$ cat src/include/uarb_defines.vh
// Register offsets, field positions, reset values and timing counts of the serial port front end
`ifndef UARB_DEFINES_VH
`define UARB_DEFINES_VH

// Register offsets relative to either base
`define UARB_OFS_DATA       3'h0
`define UARB_OFS_IER_DIVHI  3'h1
`define UARB_OFS_FIFO_IID   3'h2
`define UARB_OFS_LINE_CTL   3'h3
`define UARB_OFS_MODEM_CTL  3'h4
`define UARB_OFS_LINE_STAT  3'h5
`define UARB_OFS_MODEM_STAT 3'h6
`define UARB_OFS_SCRATCH    3'h7

// Embedded controller base address of the register block
`define UARB_EC_BASE        32'h400F1C00
`define UARB_EC_MASK        32'hFFFFFFF8

// Field positions
`define UARB_DIVISOR_LATCH_SELECT_BIT       7
`define UARB_BAUD_SEL_BIT   7

// Reset values
`define UARB_RST_BYTE       8'h00
`define UARB_RST_IID        8'h01

// Baud timing: 16 ticks per bit
`define UARB_OVERSAMPLE     4'hF
`define UARB_MID_SAMPLE     4'h7

`endif

$ cat src/design/uarb_core.v
// Runtime register front end and double-buffered serial engine of the serial port
`timescale 1ns/1ps
`include "uarb_defines.vh"

module uarb_core (
    input  wire        clk,            // System clock, 200 MHz
    input  wire        rst,            // Asynchronous reset, active high
    input  wire        ce,             // Clock enable, freezes all state when low
    input  wire        ec_sel,         // Controller access strobe
    input  wire        ec_wr,          // Controller write, else read
    input  wire [31:0] ec_addr,        // Controller byte address
    input  wire [7:0]  ec_wdata,       // Controller write data
    input  wire        host_sel,       // Host I/O access strobe
    input  wire        host_wr,        // Host write, else read
    input  wire [15:0] host_addr,      // Host I/O address
    input  wire [15:0] host_bar,       // Programmed host I/O base
    input  wire [7:0]  host_wdata,     // Host write data
    input  wire        external_baud_source_select, // Baud clock from external input
    input  wire        slow_clk_tick,  // 1.8432 MHz internal clock (pin domain)
    input  wire        fast_internal_clock, // 24 MHz internal clock (pin domain)
    input  wire        ext_baud_clk,   // External baud clock (pin domain)
    input  wire        rx_pin,         // Serial receive line
    output reg  [7:0]  rdata,          // Read data, one cycle after access
    output reg         rvalid,         // Read data valid pulse
    output reg         tx_pin,         // Serial transmit line
    output reg         rx_ready,       // Receive buffer holds unread byte
    output reg         thr_empty       // Transmit holding buffer empty
);

    // ------------------------------------------------------------
    // Decode helpers
    // ------------------------------------------------------------
    // True when an address falls in the controller window
    function ec_hit;
        input [31:0] a;
        begin
            ec_hit = ((a & `UARB_EC_MASK) == `UARB_EC_BASE);
        end
    endfunction

    // ------------------------------------------------------------
    // Registers
    // ------------------------------------------------------------
    reg  [7:0] rbr_q;        // receive_buffer
    reg  [7:0] thr_q;        // transmit_holding
    reg  [7:0] div_lo_q;     // baud_divisor_low
    reg  [7:0] div_hi_q;     // baud_divisor_high, bit 7 clock select
    reg  [7:0] ier_q;        // interrupt_enables
    reg  [7:0] fcr_q;        // fifo_control
    reg  [7:0] lcr_q;        // line_control
    reg  [7:0] mcr_q;        // modem_control
    reg  [7:0] scr_q;        // scratch_byte
    reg  [2:0] sy_slow_q, sy_fast_q, sy_ext_q; // Synchronisers plus edge stage
    reg  [1:0] sy_rx_q;      // Receive line synchroniser, level only, no edge stage

    // ------------------------------------------------------------
    // Access arbitration: controller wins when both strike at once
    // ------------------------------------------------------------
    wire       ec_acc   = ec_sel && ec_hit(ec_addr);
    wire       host_acc = host_sel && (host_addr[15:3] == host_bar[15:3]);
    wire       acc      = ec_acc | host_acc;
    wire       wr       = ec_acc ? ec_wr : host_wr;
    wire [2:0] ofs      = ec_acc ? ec_addr[2:0] : host_addr[2:0];
    wire [7:0] wd       = ec_acc ? ec_wdata : host_wdata;
    wire       divisor_latch_select     = lcr_q[`UARB_DIVISOR_LATCH_SELECT_BIT];

    // ------------------------------------------------------------
    // Baud source selection
    // ------------------------------------------------------------
    // Rising edges seen on the synchronised second stage only
    wire slow_edge = sy_slow_q[1] & ~sy_slow_q[2];
    wire fast_edge = sy_fast_q[1] & ~sy_fast_q[2];
    wire ext_edge  = sy_ext_q[1]  & ~sy_ext_q[2];
    wire src_edge  = external_baud_source_select ? ext_edge :
                     (div_hi_q[`UARB_BAUD_SEL_BIT] ? fast_edge : slow_edge);
    wire rx_s      = sy_rx_q[1];

    // Divisor of zero behaves as one so the engine never stalls
    wire [14:0] divisor = {div_hi_q[6:0], div_lo_q};
    reg  [14:0] dcnt_q;
    wire        tick    = src_edge && (dcnt_q <= 15'h0001);                  // 16x tick

    // ------------------------------------------------------------
    // Serial engine state
    // ------------------------------------------------------------
    reg  [7:0] tsr_q;        // Hidden transmit shifter
    reg  [3:0] tbit_q;       // Transmit bit index, 0 start, 1-8 data, 9 stop
    reg  [3:0] tsub_q;       // Transmit 16x phase
    reg        tbusy_q;
    reg  [7:0] rsr_q;        // Hidden receive shifter
    reg  [3:0] rbit_q;
    reg  [3:0] rsub_q;
    reg        rbusy_q;

    // ------------------------------------------------------------
    // Synchronisers: first stage feeds only the second
    // ------------------------------------------------------------
    always @(posedge clk or posedge rst) begin
        if (rst) begin
            sy_slow_q <= 3'h0;
            sy_fast_q <= 3'h0;
            sy_ext_q  <= 3'h0;
            sy_rx_q   <= 2'h3;       // Idle line is high
        end else if (ce) begin
            sy_slow_q <= {sy_slow_q[1:0], slow_clk_tick};
            sy_fast_q <= {sy_fast_q[1:0], fast_internal_clock};
            sy_ext_q  <= {sy_ext_q[1:0], ext_baud_clk};
            sy_rx_q   <= {sy_rx_q[0], rx_pin};
        end
    end

    // ------------------------------------------------------------
    // Baud divider: counts source edges down to one 16x tick
    // ------------------------------------------------------------
    always @(posedge clk or posedge rst) begin
        if (rst) begin
            dcnt_q <= 15'h0000;
        end else if (ce && src_edge) begin
            if (tick) begin
                dcnt_q <= divisor;
            end else begin
                dcnt_q <= dcnt_q - 15'h0001;
            end
        end
    end

    // ------------------------------------------------------------
    // Register writes and transmit engine
    // ------------------------------------------------------------
    always @(posedge clk or posedge rst) begin
        if (rst) begin
            thr_q     <= `UARB_RST_BYTE;
            div_lo_q  <= `UARB_RST_BYTE;
            div_hi_q  <= `UARB_RST_BYTE;
            ier_q     <= `UARB_RST_BYTE;
            fcr_q     <= `UARB_RST_BYTE;
            lcr_q     <= `UARB_RST_BYTE;
            mcr_q     <= `UARB_RST_BYTE;
            scr_q     <= `UARB_RST_BYTE;
            thr_empty <= 1'b1;
            tsr_q     <= `UARB_RST_BYTE;
            tbit_q    <= 4'h0;
            tsub_q    <= 4'h0;
            tbusy_q   <= 1'b0;
            tx_pin    <= 1'b1;
        end else if (ce) begin
            // Loading the shifter frees the holding buffer; a write in that cycle wins
            if (!tbusy_q && !thr_empty) begin
                tsr_q     <= thr_q;
                tbusy_q   <= 1'b1;
                tbit_q    <= 4'h0;
                tsub_q    <= 4'h0;
                thr_empty <= 1'b1;
                tx_pin    <= 1'b0;   // Start bit
            end else if (tbusy_q && tick) begin
                if (tsub_q == `UARB_OVERSAMPLE) begin
                    tsub_q <= 4'h0;
                    if (tbit_q == 4'h9) begin
                        tbusy_q <= 1'b0; // Stop bit done, byte complete
                    end else begin
                        tbit_q <= tbit_q + 4'h1;
                        if (tbit_q == 4'h8) begin
                            tx_pin <= 1'b1; // Stop bit
                        end else begin
                            tx_pin <= tsr_q[0];
                            tsr_q  <= {1'b0, tsr_q[7:1]};
                        end
                    end
                end else begin
                    tsub_q <= tsub_q + 4'h1;
                end
            end
            if (acc && wr) begin
                case (ofs)
                    `UARB_OFS_DATA: begin
                        if (divisor_latch_select) begin
                            div_lo_q <= wd;
                        end else begin
                            thr_q     <= wd;
                            thr_empty <= 1'b0;
                        end
                    end
                    `UARB_OFS_IER_DIVHI: begin
                        if (divisor_latch_select) begin
                            div_hi_q <= wd;
                        end else begin
                            ier_q <= {4'h0, wd[3:0]};
                        end
                    end
                    `UARB_OFS_FIFO_IID:  fcr_q <= {wd[7:6], 2'b00, wd[3], 3'b000};
                    `UARB_OFS_LINE_CTL:  lcr_q <= wd;
                    `UARB_OFS_MODEM_CTL: mcr_q <= wd;
                    `UARB_OFS_SCRATCH:   scr_q <= wd;
                    default: ;       // Status locations ignore writes
                endcase
            end
        end
    end

    // ------------------------------------------------------------
    // Receive engine and read path
    // ------------------------------------------------------------
    wire rbr_read = acc && !wr && (ofs == `UARB_OFS_DATA) && !divisor_latch_select;

    always @(posedge clk or posedge rst) begin
        if (rst) begin
            rbr_q    <= `UARB_RST_BYTE;
            rsr_q    <= `UARB_RST_BYTE;
            rbit_q   <= 4'h0;
            rsub_q   <= 4'h0;
            rbusy_q  <= 1'b0;
            rx_ready <= 1'b0;
            rdata    <= `UARB_RST_BYTE;
            rvalid   <= 1'b0;
        end else if (ce) begin
            rvalid <= acc && !wr;
            if (rbr_read) begin
                rx_ready <= 1'b0;
            end
            if (!rbusy_q) begin
                if (tick && !rx_s) begin
                    rbusy_q <= 1'b1; // Low line seen on a tick, start bit
                    rsub_q  <= 4'h0;
                    rbit_q  <= 4'h0;
                end
            end else if (tick) begin
                rsub_q <= rsub_q + 4'h1;
                if (rsub_q == `UARB_MID_SAMPLE) begin
                    if (rbit_q == 4'h0 && rx_s) begin
                        rbusy_q <= 1'b0; // Glitch, not a start bit
                    end else if (rbit_q == 4'h9) begin
                        rbusy_q  <= 1'b0;
                        rbr_q    <= rsr_q;
                        rx_ready <= 1'b1;    // New byte wins over a same-cycle read
                    end else if (rbit_q != 4'h0) begin
                        rsr_q <= {rx_s, rsr_q[7:1]};
                    end
                    if (rbit_q != 4'h9) begin
                        rbit_q <= rbit_q + 4'h1;
                    end
                end
            end
            if (acc && !wr) begin
                case (ofs)
                    `UARB_OFS_DATA:       rdata <= divisor_latch_select ? div_lo_q : rbr_q;
                    `UARB_OFS_IER_DIVHI:  rdata <= divisor_latch_select ? div_hi_q : ier_q;
                    `UARB_OFS_FIFO_IID:   rdata <= `UARB_RST_IID;
                    `UARB_OFS_LINE_CTL:   rdata <= lcr_q;
                    `UARB_OFS_MODEM_CTL:  rdata <= mcr_q;
                    `UARB_OFS_LINE_STAT:  rdata <= {1'b0, thr_empty & ~tbusy_q, thr_empty, 4'h0, rx_ready};
                    `UARB_OFS_MODEM_STAT: rdata <= 8'h00;
                    `UARB_OFS_SCRATCH:    rdata <= scr_q;
                    default:              rdata <= 8'h00;
                endcase
            end
        end
    end

endmodule // uarb_core

$ cat config.mk
export PLATFORM = sky130hd
export DESIGN_NAME = uarb_core
export DESIGN_NICKNAME = d
export VERILOG_FILES = /design/src/design/uarb_core.v
export VERILOG_INCLUDE_DIRS = /design/src /design/src/include
export SDC_FILE = /design/constraint.sdc
export NUM_CORES = 1
export LEC_CHECK = 0
export ABC_AREA = 1
export BUFFER_PORTS_ARGS = -buffer_cell sky130_fd_sc_hd__buf_2
export CAP_MARGIN = 20
export CORE_MARGIN = 2
export CORE_UTILIZATION = 50
export DETAILED_ROUTE_END_ITERATION = 8
export PLACE_DENSITY = 0.71
export SETUP_SLACK_MARGIN = 0.2
export SLEW_MARGIN = 10
export SYNTH_ARGS = -nofsm -noshare
export SYNTH_HDL_FRONTEND = slang
export SYNTH_SLANG_ARGS = --single-unit
$ cat constraint.sdc
create_clock -name clk -period 5.9 [get_ports clk]
set_input_delay 1.18 -clock clk [delete_from_list [all_inputs] [get_ports clk]]
set_output_delay 1.18 -clock clk [all_outputs]
set_load 0.005 [all_outputs]
# Word-level counts from Yosys, hierarchy flattened
# Cells that the tools add are included.
# classes
bitwise	12
order_cmp	1
addsub	5
mux	53
n_eq_ne	20
n_reduce_logical	40
# op_table
operator	count
8-bit 2-to-1 mux	8
8-bit case mux with 8 select lines	1
4-bit 2-to-1 mux	14
29-bit by 28-bit equality test with 1-bit output, second input constant	1
1-bit 2-to-1 mux	28
4-bit AND reduction	6
4-bit by 1-bit adder with 4-bit output, second input constant	4
4-bit equality test, second input constant	4
15-bit by 1-bit less-or-equal comparator with 1-bit output, second input constant	1
15-bit 2-to-1 mux	1
15-bit by 1-bit subtractor with 15-bit output, second input constant	1
13-bit equality test	1
3-bit equality test, second input constant	4
1-bit logical AND	12
3-bit AND reduction	4
5-bit AND reduction	2
2-bit nonzero test	4
1-bit NOT	7
7-bit AND reduction	1
3-bit by 2-bit equality test with 1-bit output, second input constant	2
2-bit != test, second input constant	3
6-bit AND reduction	1
1-bit logical NOT	5
1-bit bitwise AND	4
other kinds (10)	12
# totals
input_bits	92
ff_bits	132
wordCells	157
out_inout_bits	12

# Depth between registers and ports, before layout
# Gate-level depths: netlist of the first run.
# logic_depth
word_depth	13
ltp_mapped	16
ltp_nobuf	15

# Worst setup path before layout of the first run
# OpenSTA, ideal clock, no wires.
# synth_path
path_kind	input to register
start	input port ec_addr[7]
end	register rx_ready
t_arrival_ns	2.540
setup_slack_ns	3.237
path_buffers	1
required_ns	5.777
cell_stages	11
cell_sequence	inv_1 > nand2_1 > nor2_1 > nand2_1 > nor2_2 > nand2_1 > o21ai_2 > nand3_2 > buf_2 > o21ai_0 > nand2_1
# synth_via
elab_chain_len	13
word_cells_on_any_way	16
classes_between	eq/ne (1); mux (8); bitwise (1); reduce/logical (6)
# synth_lines
element	line	rtl
start: declaration	uarb_core.v:11	input wire [31:0] ec_addr,
29-bit by 28-bit equality test with 1-bit output (no source line) (*)	--	
1-bit logical AND (*)	uarb_core.v:59	wire ec_acc = ec_sel && ec_hit(ec_addr);
1-bit 2-to-1 mux	uarb_core.v:62	wire wr = ec_acc ? ec_wr : host_wr;
1-bit logical NOT	uarb_core.v:203	wire rbr_read = acc && !wr && (ofs == `UARB_OFS_DATA) && !divisor_latch_select;
1-bit logical AND	uarb_core.v:203	
1-bit logical AND (*) (2 in series)	uarb_core.v:203	
1-bit 2-to-1 mux (*)	uarb_core.v:217	if (rbr_read) begin
1-bit 2-to-1 mux	uarb_core.v:231	end else if (rbit_q == 4'h9) begin
1-bit 2-to-1 mux	uarb_core.v:229	if (rbit_q == 4'h0 && rx_s) begin
1-bit 2-to-1 mux	uarb_core.v:228	if (rsub_q == `UARB_MID_SAMPLE) begin
1-bit 2-to-1 mux	uarb_core.v:226	end else if (tick) begin
1-bit 2-to-1 mux (*)	uarb_core.v:220	if (!rbusy_q) begin
end signal: assignment	uarb_core.v:212	rx_ready <= 1'b0;
end signal: assignment	uarb_core.v:218	rx_ready <= 1'b0;
end signal: assignment	uarb_core.v:234	rx_ready <= 1'b1;
end: declaration	uarb_core.v:26	output reg rx_ready,
# Every way passes the cells marked *; elsewhere a longest branch is shown, timed or not.
# A chain may end at the register's enable or synchronous reset.

# Worst setup path after layout of the first run
# layout_path
start	input port ec_addr[8]
end	register lcr_q[6]
# layout_via
elab_chain_len	5
word_cells_on_any_way	9
classes_between	eq/ne (2); mux (3); bitwise (1); reduce/logical (3)
# layout_lines
element	line	rtl
29-bit by 28-bit equality test with 1-bit output (no source line) (*)	--	
1-bit logical AND (*)	uarb_core.v:59	
3-bit 2-to-1 mux (tied with other cells)	uarb_core.v:63	wire [2:0] ofs = ec_acc ? ec_addr[2:0] : host_addr[2:0];
3-bit by 2-bit equality test with 1-bit output / 1-bit logical AND (equally long branches)	uarb_core.v:174, uarb_core.v:173	
3-bit AND reduction (no source line)	--	
end signal: assignment	uarb_core.v:137	lcr_q <= `UARB_RST_BYTE;
end signal: assignment	uarb_core.v:191	`UARB_OFS_LINE_CTL: lcr_q <= wd;
end: declaration	uarb_core.v:50	reg [7:0] lcr_q;
# Marks and branches as above.

==> run summary, run 1 <==
- yes — TritonCTS clock tree
- finished clean — run status
- 0 — Antenna Nets Post-Route
- 29.7 mm — first-pass GRT wire length
- 2720 ps — worst setup slack after layout
- 1,081 — Post-Syn Nets
- 426 — first-iteration detailed-routing DRC count
- 420 ps — later-pin clock latency in the skew report
- 1,232 — Inst Count DP
- 1,264 — non-filler instance count after layout
- 0 ps — Total Negative Setup Slacks
- 314 MHz — Peak Freq
- dfrtp_1 — cell type with the largest total area after synthesis
- 6.80 ps — post-route clock skew
- 0 — number of remaining DRC errors
- 43 — number of core rows
- 0 — warnings from Yosys
- flop — type of destination of the critical path
- 718 ps — worst-margin pin slew
- 6,527 — detailed-route via count
- 4 — H-tree lvl count
- 132 — number of sinks driven by the clock tree
- 0 — Resized Gates After CTS
- 5.16 — Via density
- 0 — count of flip-flops with a built-in enable after synthesis
- 0 — antenna violations before repair
- 124 um — height of the die
- 8 — Worst R2R Path Depth
- 472 ps — worst hold-check slack
- 0 — # Post-CTS Setup Buffers
- 0 — count of inserted antenna diode cells
- primary input — type of element launching the critical path
- 100% — share of synthesized flip-flops with an asynchronous set or reset
- 45.7% — post-synthesis sequential area ratio
- lcr_q[6]$_DFFE_PP0P_ — Critical path destination
- 100 — Buffers on Ports
- 15.8% — fraction of final layout cells with drive strength greater than 1
- 2.42 mW — total design power
- 7.40 um2 — Post-Syn Area per Cell
- ec_addr[8] — startpoint of the worst setup timing path
- 6200 ps — required time at the endpoint of the critical path
- dfrtp_1 44%, nand2_1 17%, o21ai_0 6.6%, inv_1 5.8%, nand3_1 4.5% — top cells by area, synth
- 23.7% — aggregate global-route resource usage
- 3480 ps — Worst EP arrival
- 51.6% — initial core utilization
- 2 — CTS Buffer Depth
- 51.6% — Max transition margin
- 0.00784 mm2 — standard cell area after detailed placement
- 16 — highest fanout seen on the critical path
- 979 — post-synthesis cell count
- 124 um — DIE WIDTH
- 0 — final number of hold-violating endpoints
- 4.37 nW — Lkg Pwr
- 0 — leftover overflow at the end of global routing
- 104 — boundary pin count
- 0 — final setup vio count
- 3130 ps — minimum setup slack among reg-to-reg paths
- 0.00725 mm2 — Post-Synthesis Cell Area
- 15.9% — synthesis-to-finish area growth
- flop to flop — type of the most critical hold path
- 6,113 — number of global-route vias before repair
- 60 ps — Reg clk slew, reported paths
- 3180 ps — Final min period
- 17 — number of clock buffers inserted by TritonCTS
- 59.8% — core occupancy in the finished layout
- no — unrepaired setup endpoints after global routing
- nand2_1 — most instantiated library cell after synthesis
- 0 — number of max-slew violations in the final report
- clkbuf_16 — clock root cell
- 132 — Seq cells post-synth
- dcnt_q[4]$_DFFE_PP0P_ — reg-to-reg critical path startpoint
- 0 — count of hold-fix buffers inserted at cts
- 12.6 mm — post-detail-place hpwl
- 50 — maximum number of pins on one net before global-route repair
- 14.0 um — WL/cell
- 0.902 — weighted congestion at the end of routability-driven global placement
- 0.000218 V — worst voltage drop across the vdd grid
- rbr_q[0]$_DFFE_PP0P_ — capture point of the worst reg-to-reg path
- 1,173 — net total in the final layout
- 53.9% — fin crit share
- 0.0140 mm2 — Core Region
- 2290 ps — worst setup slack before clock tree synthesis
- 336 x nand2_1, 128 x dfrtp_1, 112 x inv_1 — cell types with the highest counts after synthesis
- 0.00840 mm2 — Final Instance Area
- 0 — max-cap viol count
- dfrtp_1 — Post-synth top flop
- 289 mW/mm2 — power per cell area
- 44.2% — fraction of synthesized cell area taken by the top area cell type
- primary input to flop — critical path type
- 0.0155 mm2 — full die area
- 17.7 mm — drt total wl
- 43 — Cell variety after synth
- 5 — DR pass1 iterations
==> kinds of logic after synthesis <==
group	share of synthesized area [%]
AO/OA/AOI/OAI	12.0
XOR/XNOR	1.93
adder cells (fa/ha/maj)	1.73
buffers and inverters	8.13
flip-flops	45.7
multiplexers	0.155
AND/OR/NAND/NOR	30.4
==> layout by cell type (no fill, tap or decap), types with 4 or more instances in the layout <==
cell / netlist / final
nand2_1: 336 / 336
dfrtp_1: 128 / 128
inv_1: 112 / 111
buf_2: 12 / 100
o21ai_0: 96 / 96
nand3_1: 65 / 65
nor2_1: 59 / 59
o21ai_1: 31 / 31
clkbuf_16: 0 / 17
a21oi_1: 15 / 15
xor2_1: 12 / 12
ha_1: 10 / 10
nand4_1: 9 / 9
nor2_2: 7 / 7
a31oi_1: 7 / 7
nor3_1: 6 / 6
o211ai_1: 6 / 6
or2_2: 5 / 5
nand3_2: 5 / 5
o22ai_1: 4 / 4
nand2_2: 4 / 4
xnor2_1: 4 / 4
clkinvlp_4: 0 / 4
buf_4: 3 / 4
dfstp_2: 4 / 4
==> worst max-delay path, cell delays in order <==
cell and delay, ps:
buf_2 90, inv_1 80, nand2_1 60, nor2_1 90, nand2_1 70, nor2_2 150, nand2_1 280, nand2_1 140
nand2_1 260, nor2_2 480, nand3_2 360, nand2_1 160, o21ai_1 70
==> sequential cells by signal, indices dropped and copies added (netlist names), 4 cells and up <==
| signal | flops |
|---|---|
| dcnt_q | 15 |
| div_hi_q | 8 |
| div_lo_q | 8 |
| ier_q | 4 |
| lcr_q | 8 |
| mcr_q | 8 |
| rbit_q | 4 |
| rbr_q | 8 |
| rdata | 8 |
| rsr_q | 8 |
| rsub_q | 4 |
| scr_q | 8 |
| tbit_q | 4 |
| thr_q | 8 |
| tsr_q | 8 |
| tsub_q | 4 |
==> area by class of cell <==
cell class | count | area, um2
Multi-Input combinational cell | 703 | 3350
Sequential cell | 132 | 3310
Timing Repair Buffer | 104 | 531
Tap cell | 180 | 225
Clock inverter | 14 | 130
Fill cell | 1323 | 5640
Clock buffer | 18 | 429
Inverter | 113 | 427
==> power breakdown <==
part | total, mW | internal, mW | switching [mW] | leakage (nW)
Clock | 0.998 | 0.583 | 0.415 | 0.265
Combinational | 0.373 | 0.144 | 0.228 | 2.36
Sequential | 1.05 | 0.980 | 0.0741 | 1.74
Total | 2.42 | 1.71 | 0.717 | 4.37
==> metal layers <==
layer | track usage (%) | part of all wire, % | wire, um
met2 | 37.6 | 47 | 8330
met3 | 5.15 | 4.3 | 755
met5 | 0 | 0 | 0
met1 | 32.8 | 47 | 8240
met4 | 7.20 | 1.9 | 342
==> worst min-delay path by stage <==
stage	start	endpoint	slack, ps	cells past startpoint
3_5_place_dp	sy_rx_q[0]$_DFFE_PP1P_	sy_rx_q[0]$_DFFE_PP1P_	450	2
5_1_grt	tx_pin$_DFFE_PP1P_	tx_pin$_DFFE_PP1P_	490	2
4_1_cts	sy_rx_q[0]$_DFFE_PP1P_	sy_rx_q[0]$_DFFE_PP1P_	460	2
3_3_place_gp	sy_rx_q[0]$_DFFE_PP1P_	sy_rx_q[0]$_DFFE_PP1P_	450	2
2_1_floorplan	sy_slow_q[0]$_DFFE_PP0P_	sy_slow_q[0]$_DFFE_PP0P_	440	2
6_report	tsr_q[1]$_DFFE_PP0P_	tsr_q[1]$_DFFE_PP0P_	470	2
Power figures use the tool's default switching activity.
==> run 2: changes to the inputs <==
- clock period: 5.9 -> 3 ns (I/O delays scaled with it)
==> run 2 against run 1 <==
  * Global-route usage grew 0.24 points
  * Cell count grew 0.79%
  * Final area up 2.1%
  * Non-clock buffer count rose by 10
  * Via count is 0.23% higher
  * Flip-flop and latch count is the same
  * First-iteration DRC count grew 25%
  * Critical path type is now flop to flop
  * Sequential share of layout area decreased by 0.79 points
  * Largest cell class unchanged
  * Total power is 110% higher
  * Clock power is 120% higher
  * Wire length grew 0.49%
==> run summary, run 2 (synthesis results as in run 1) <==
- nand2_1 — Critical Path Most Common Cell
- 336 x nand2_1, 128 x dfrtp_1, 111 x inv_1 — commonest cells after routing, fill and taps aside
- 6.16 ps — post-route clock skew, -0.647 ps
- 0.00335 mm2 — area occupied by multi-input gates, unchanged
- 38.7% — met2 routing resource usage after global routing, +1.1 points
- 589 mW/mm2 — power per cell area, +100%
- 18.3% — synthesis-to-finish area growth
- 0.000436 V — worst voltage drop across the vdd grid, +100%
- 0 — # Post-CTS Setup Buffers, unchanged
- 0 — final setup vio count, unchanged
- 16.5% — fraction of final layout cells with drive strength greater than 1, +0.68 points
- 397 MHz — Peak Freq
- no — unrepaired setup endpoints after global routing
- 0 — final number of hold-violating endpoints, unchanged
- 534 — first-iteration detailed-routing DRC count, +25%
- 1.42 mW — net switching power figure, +98%
- 17.8 mm — drt total wl, +0.49%
- dfrtp_1 — cell with the largest stage delay on the worst path
- 0 — number of max-slew violations in the final report, unchanged
- 0 — antenna violations before repair, unchanged
- 44.2% — Clock Power Share, +3.0 points
- 1,299 — fill cell total of the finished layout, -1.8%
- 104 — boundary pin count, unchanged
- 43 — number of core rows, unchanged
- 83.9% — fin crit share
- finished clean — run status
- 13.9 um — WL/cell, -0.30%
- 44.5% — Max transition margin, -7.1 points
- 320 ps — worst setup slack before clock tree synthesis, -1970 ps
- 132 — number of sinks driven by the clock tree, unchanged
- flop to flop — critical path type
- 31.9% — met1 Use GR, -0.82 points
- dcnt_q — Top reg by flops
- 2520 ps — Final min period
- yes — TritonCTS clock tree
- 51.6% — initial core utilization, unchanged
- 0.0140 mm2 — Core Region, unchanged
- 15 — number of flip-flops in the largest register, unchanged
- 100 — Buffers on Ports, unchanged
- 0.00331 mm2 — Register Area, unchanged
- 4 — H-tree lvl count, unchanged
- 0 — max-cap viol count, unchanged
- 28.2% — fraction of power spent switching nets, -1.4 points
- 14.8% — Logic pwr share, -0.6 points
- 4.46 nW — Lkg Pwr, +2.1%
- nand2_1 — most common cell after layout, fill and taps aside
- 0 ps — Total Negative Setup Slacks, unchanged
- 2830 ps — Worst EP arrival, -650 ps
- 6,283 — number of global-route vias before repair, +2.8%
- clkbuf_16 — clock root cell
- 124 um — DIE WIDTH, unchanged
- 5.14 — Via density, -0.56%
- 440 ps — delay of the slowest cell on the worst path, -40 ps
- nor3_1 -> nand3_1 -> nor2_2 -> nand2_1 -> nand2_1 -> nand2_1 -> nor2_1 -> nand2_1 -> mux2_2 — cell breakdown of the critical path
- 4.94% — GR Layer Usage met3, -0.21 points
- 29.9 mm — first-pass GRT wire length, +0.58%
- 1,183 — net total in the final layout, +0.85%
- 830 ps — worst-margin pin slew, +113 ps
- 0 — Resized Gates After CTS, unchanged
- primary input to asynchronous set/reset pin — type of the most critical hold path
- 0 — leftover overflow at the end of global routing, unchanged
- 39 — maximum number of pins on one net before global-route repair, -22%
- flop — type of destination of the critical path
- 41.0% — sequential share of power, -2.5 points
- 60 ps — Reg clk slew, reported paths, about the same
- 0.923 — weighted congestion at the end of routability-driven global placement, +2.3%
- met2 — highest-utilization routing layer at the global route stage
- 23.9% — aggregate global-route resource usage, +0.24 points
- 12.8 mm — post-detail-place hpwl, +1.4%
- 0 — Antenna Nets Post-Route, unchanged
- 0.0155 mm2 — full die area, unchanged
- 2 — CTS Buffer Depth, unchanged
- 5 — DR pass1 iterations, unchanged
- 3.62 mW — cell internal pwr, +110%
- 16 — highest fanout seen on the critical path, unchanged
- flop — type of element launching the critical path
- 482 ps — worst setup slack after layout, -2240 ps
- 430 ps — later-pin clock latency in the skew report, about the same
- 0 — number of remaining DRC errors, unchanged
- 124 um — height of the die, unchanged
- 6,542 — detailed-route via count, +0.23%
- 3310 ps — required time at the endpoint of the critical path, -2890 ps
- 17 — number of clock buffers inserted by TritonCTS, unchanged
- 0 — count of hold-fix buffers inserted at cts, unchanged
- 61.0% — core occupancy in the finished layout, +1.2 points
- 0 — count of inserted antenna diode cells, unchanged
-- run 2: cell type report --
class / instances / area share [%]
well taps: 180 / 2.63
clock inverters: 13 / 2.31
flip-flops and latches: 132 / 38.6
inverters: 113 / 4.99
clock buffers: 19 / 5.05
multi-input cells: 703 / 39.1
repair buffers: 114 / 7.36
-- run 2: power by group through the flow --
| stage | combinational, mW | sequential [mW] | clock (mW) |
|---|---|---|---|
| 6_report | 0.749 | 2.07 | 2.23 |
| 5_1_grt | 0.871 | 2.09 | 2.34 |
| 4_1_cts | 0.751 | 2.07 | 2.25 |
| 3_5_place_dp | 0.743 | 2.10 | 0 |
| 3_3_place_gp | 0.728 | 2.10 | 0 |
| 2_1_floorplan | 0.558 | 2.06 | 0 |
-- run 2: per-stage QoR --
step | instance area, um2 | hold slack (ps) | cells | total power [mW]
after floorplan | 7250 | 442 | 979 | 2.62
after global placement | 7940 | 452 | 1242 | 2.82
after detailed placement | 7940 | 455 | 1242 | 2.84
after CTS | 8570 | 353 | 1274 | 5.07
after global routing | 8570 | 382 | 1274 | 5.30
final | 8570 | 331 | 1274 | 5.05
-- run 2: worst max-delay path, delay by kind of cell (launching register included) --
kind	cells	cell delay [ps]
AND/OR/NAND/NOR	8	1550
multiplexers	1	390
flip-flops	1	440
-- run 2: path summary, 6_finish.rpt --
check | start | endpoint | slack [ps] | cells past startpoint
min | rst | thr_q[1]$_DFFE_PP0P_ | 330 | 2
min reg2reg | sy_rx_q[0]$_DFFE_PP1P_ | sy_rx_q[0]$_DFFE_PP1P_ | 460 | 2
min in group clk | rx_pin | sy_rx_q[0]$_DFFE_PP1P_ | 360 | 3
max in group asynchronous | rst | sy_rx_q[1]$_DFFE_PP1P_ | 1960 | 3
max reg2reg | dcnt_q[4]$_DFFE_PP0P_ | rbr_q[0]$_DFFE_PP0P_ | 480 | 9
max | dcnt_q[4]$_DFFE_PP0P_ | rbr_q[0]$_DFFE_PP0P_ | 480 | 9
-- run 2: per-layer routing --
metal	routed length (um)	vias up
li1	-	3337
met4	389	0
met2	8450	150
met1	7980	3019
met5	0	-
met3	938	36
==> run 3: changes to the inputs <==
- PLACE_DENSITY: 0.71 -> 0.74
- clock period: 3 -> 2.1 ns (I/O delays scaled with it)
==> run 3 against run 2 <==
  * The run now ends with negative setup slack left
  * Sequential power increased by 44%
  * Total power increased by 57%
  * Clock power increased by 39%
  * First-iteration DRC count increased by 35%
  * Clock skew increased by 3.0 ps
==> run summary, run 3 (synthesis results as in run 1) <==
- finished, violations left — run status
- negative setup slack — failing checks
- nand2_1 — most common cell after layout, fill and taps aside
- 60 ps — Reg clk slew, reported paths, about the same
- 5.39 — Via density, +4.9%
- 13 — Worst R2R Path Depth, +4
- simple AND/OR/NAND/NOR gates — kind of cell adding the most delay to the critical path
- 26.2% — aggregate global-route resource usage, +2.2 points
- 2410 ps — required time at the endpoint of the critical path, -900 ps
- 811 mW/mm2 — power per cell area, +38%
- 1,050 — fill cell total of the finished layout, -19%
- flop — type of destination of the critical path
- 0.0155 mm2 — full die area, unchanged
- 100 — Buffers on Ports, unchanged
- 0 — final number of hold-violating endpoints, unchanged
- 7.91 mW — total design power, +57%
- 2120 ps — Final min period, -399 ps
- 2430 ps — Worst EP arrival, -400 ps
- 71 — maximum number of pins on one net before global-route repair, +82%
- nand2_2 — Critical Path Most Common Cell
- 7,338 — detailed-route via count, +12%
- 430 ps — delay of the slowest cell on the worst path, about the same
- -20 ps — minimum setup slack among reg-to-reg paths, -500 ps
- dcnt_q[11]$_DFFE_PP0P_ — startpoint of the worst setup timing path
- 0.0140 mm2 — Core Region, unchanged
- 16.0 um — WL/cell, +15%
- -35.7 ps — Total Negative Setup Slacks, -35.7 ps
- 124 um — height of the die, unchanged
- -18.5 ps — worst setup slack after layout, -501 ps
- 729 ps — worst-margin pin slew, -101 ps
- 13.5 mm — post-detail-place hpwl, +5.7%
- sy_rx_q[0]$_DFFE_PP1P_ — Endpoint, Worst Hold
- 3 — number of cells on the worst hold path
- 0 — number of remaining DRC errors, unchanged
- dcnt_q[11]$_DFFE_PP0P_ — reg-to-reg critical path startpoint
- 0 — leftover overflow at the end of global routing, unchanged
- 6,934 — number of global-route vias before repair, +10%
- tsr_q[2]$_DFFE_PP0P_ — capture point of the worst reg-to-reg path
- 13 — logic depth of the worst path, buffers included, +4
- 0 — antenna violations before repair, unchanged
- 17 — number of clock buffers inserted by TritonCTS, unchanged
- 0.000597 V — worst voltage drop across the vdd grid, +37%
- yes — TritonCTS clock tree
- 0 — Antenna Nets Post-Route, unchanged
- 302 x nand2_1, 128 x dfrtp_1, 109 x inv_1 — commonest cells after routing, fill and taps aside
- 1,273 — net total in the final layout, +7.6%
- 21.8 mm — drt total wl, +23%
- flop to flop — critical path type
- nor2_4 -> nand2_2 -> nor3_4 -> nand3_2 -> nand2_2 -> nand2_4 -> buf_12 -> nand2_4 -> nand3_4 -> nor2_8 -> nand2_4 -> nand2_2 -> nand2_2 — cell breakdown of the critical path
- 9.17 ps — post-route clock skew, +3.02 ps
- 37.8% — sequential share of power, -3.2 points
- 34.6% — synthesis-to-finish area growth
- 51.6% — initial core utilization, unchanged
- 2.45 mW — net switching power figure, +72%
- 0 — count of inserted antenna diode cells, unchanged
- 4 — final setup vio count, +4
- 5.46 mW — cell internal pwr, +51%
- 720 — first-iteration detailed-routing DRC count, +35%
- 101% — fin crit share, +17 points
- 39.0% — Clock Power Share, -5.2 points
- -91.0 ps — worst setup slack before clock tree synthesis, -411 ps
- 15 — number of flip-flops in the largest register, unchanged
- 23.2% — Logic pwr share, +8.4 points
- primary input to flop — type of the most critical hold path
- 8 — highest fanout seen on the critical path, -8
- 5.04 nW — Lkg Pwr, +13%
- clkbuf_16 — clock root cell
- 31.0% — fraction of power spent switching nets, +2.8 points
- yes — unrepaired setup endpoints after global routing
- dcnt_q — Top reg by flops
- 0 — max-cap viol count, unchanged
- 104 — boundary pin count, unchanged
- 132 — number of sinks driven by the clock tree, unchanged
- 28.8% — fraction of final layout cells with drive strength greater than 1, +12 points
- dfrtp_1 — cell with the largest stage delay on the worst path
- 124 um — DIE WIDTH, unchanged
- 32.8 mm — first-pass GRT wire length, +9.6%
- 43 — number of core rows, unchanged
- 430 ps — later-pin clock latency in the skew report, about the same
- rx_pin — startpoint of the lowest-slack hold path
- 0 — number of max-slew violations in the final report, unchanged
- 51.1% — Max transition margin, +6.6 points
- flop — type of element launching the critical path
- 6 — DR pass1 iterations, +1
- 2 — CTS Buffer Depth, unchanged
- 183 ps — worst hold-check slack, -148 ps
- 1 — number of buffers and inverters on the critical path, +1
- 472 MHz — Peak Freq, +19%
- 4 — H-tree lvl count, unchanged
- 0.953 — weighted congestion at the end of routability-driven global placement, +3.3%
run 3: changes by cell type in the layout (fill, tap and decap cells not counted), sizes merged:
cell	before	now
inv	116	114
clkinv	4	3
dlygate4sd3	0	1
buf	114	201
clkinvlp	2	4
nor2	70	71
bufinv	4	3
nand2	341	342
run 3: worst max path at each step:
| stage | endpoint |
|---|---|
| after global placement | rdata[5]$_DFFE_PP0P_ |
| final | tsr_q[2]$_DFFE_PP0P_ |
| after detailed placement | div_lo_q[4]$_DFFE_PP0P_ |
| after floorplan | dcnt_q[0]$_DFFE_PP0P_ |
| after global routing | tsr_q[0]$_DFFE_PP0P_ |
| after CTS | tsr_q[2]$_DFFE_PP0P_ |
run 3: tightest hold or removal path, stage by stage:
cell	delay (ps)
buf_2	90
nand2_1	50
nand2_1	50
run 3: through the flow:
stage / cells / instance area (um2) / util [%]
floorplan: 979 / 7260 / -
global placement: 1294 / 8380 / 59.6
detailed placement: 1294 / 8380 / 59.6
CTS: 1347 / 9200 / 65.5
global route: 1362 / 9760 / 69.5
finish: 1362 / 9760 / 69.5
run 3: what timing repair did:
| action | CTS | global route |
|---|---|---|
| buffers inserted | 21 | 12 |
| resized for setup | 17 | 150 |
| cloned | 1 | 3 |
| hold endpoints to repair | 12 | 0 |
| endpoints found under the setup margin | 43 | 96 |
| pin swaps | 15 | 34 |
| hold buffers | 1 | 0 |
run 3: cell type report:
cell class | instances | area [um2] | area share [%]
inverter | 113 | 428 | 4.39
clock inverter | 11 | 153 | 1.56
multi-input combinational | 705 | 3750 | 38.4
tap | 180 | 225 | 2.31
clock buffer | 19 | 453 | 4.64
timing repair buffer | 202 | 1440 | 14.8
sequential | 132 | 3310 | 33.9
run 3: metal layers:
layer	part of all wire [%]	GRT usage, %	routed length (um)	up-vias
met3	5.6	5.54	1220	69
met5	0	0	0	-
li1	-	-	-	3523
met2	50	43.7	10800	279
met4	3.3	8.59	715	0
met1	42	34.1	9070	3467
run 3: power groups by stage:
| stage | clock network (mW) | logic, mW | registers, mW |
|---|---|---|---|
| floorplan | 0 | 0.798 | 2.94 |
| global placement | 0 | 1.23 | 2.96 |
| detailed placement | 0 | 1.25 | 2.97 |
| CTS | 3.09 | 1.40 | 2.94 |
| global route | 3.22 | 1.98 | 3.01 |
| finish | 3.09 | 1.83 | 2.99 |
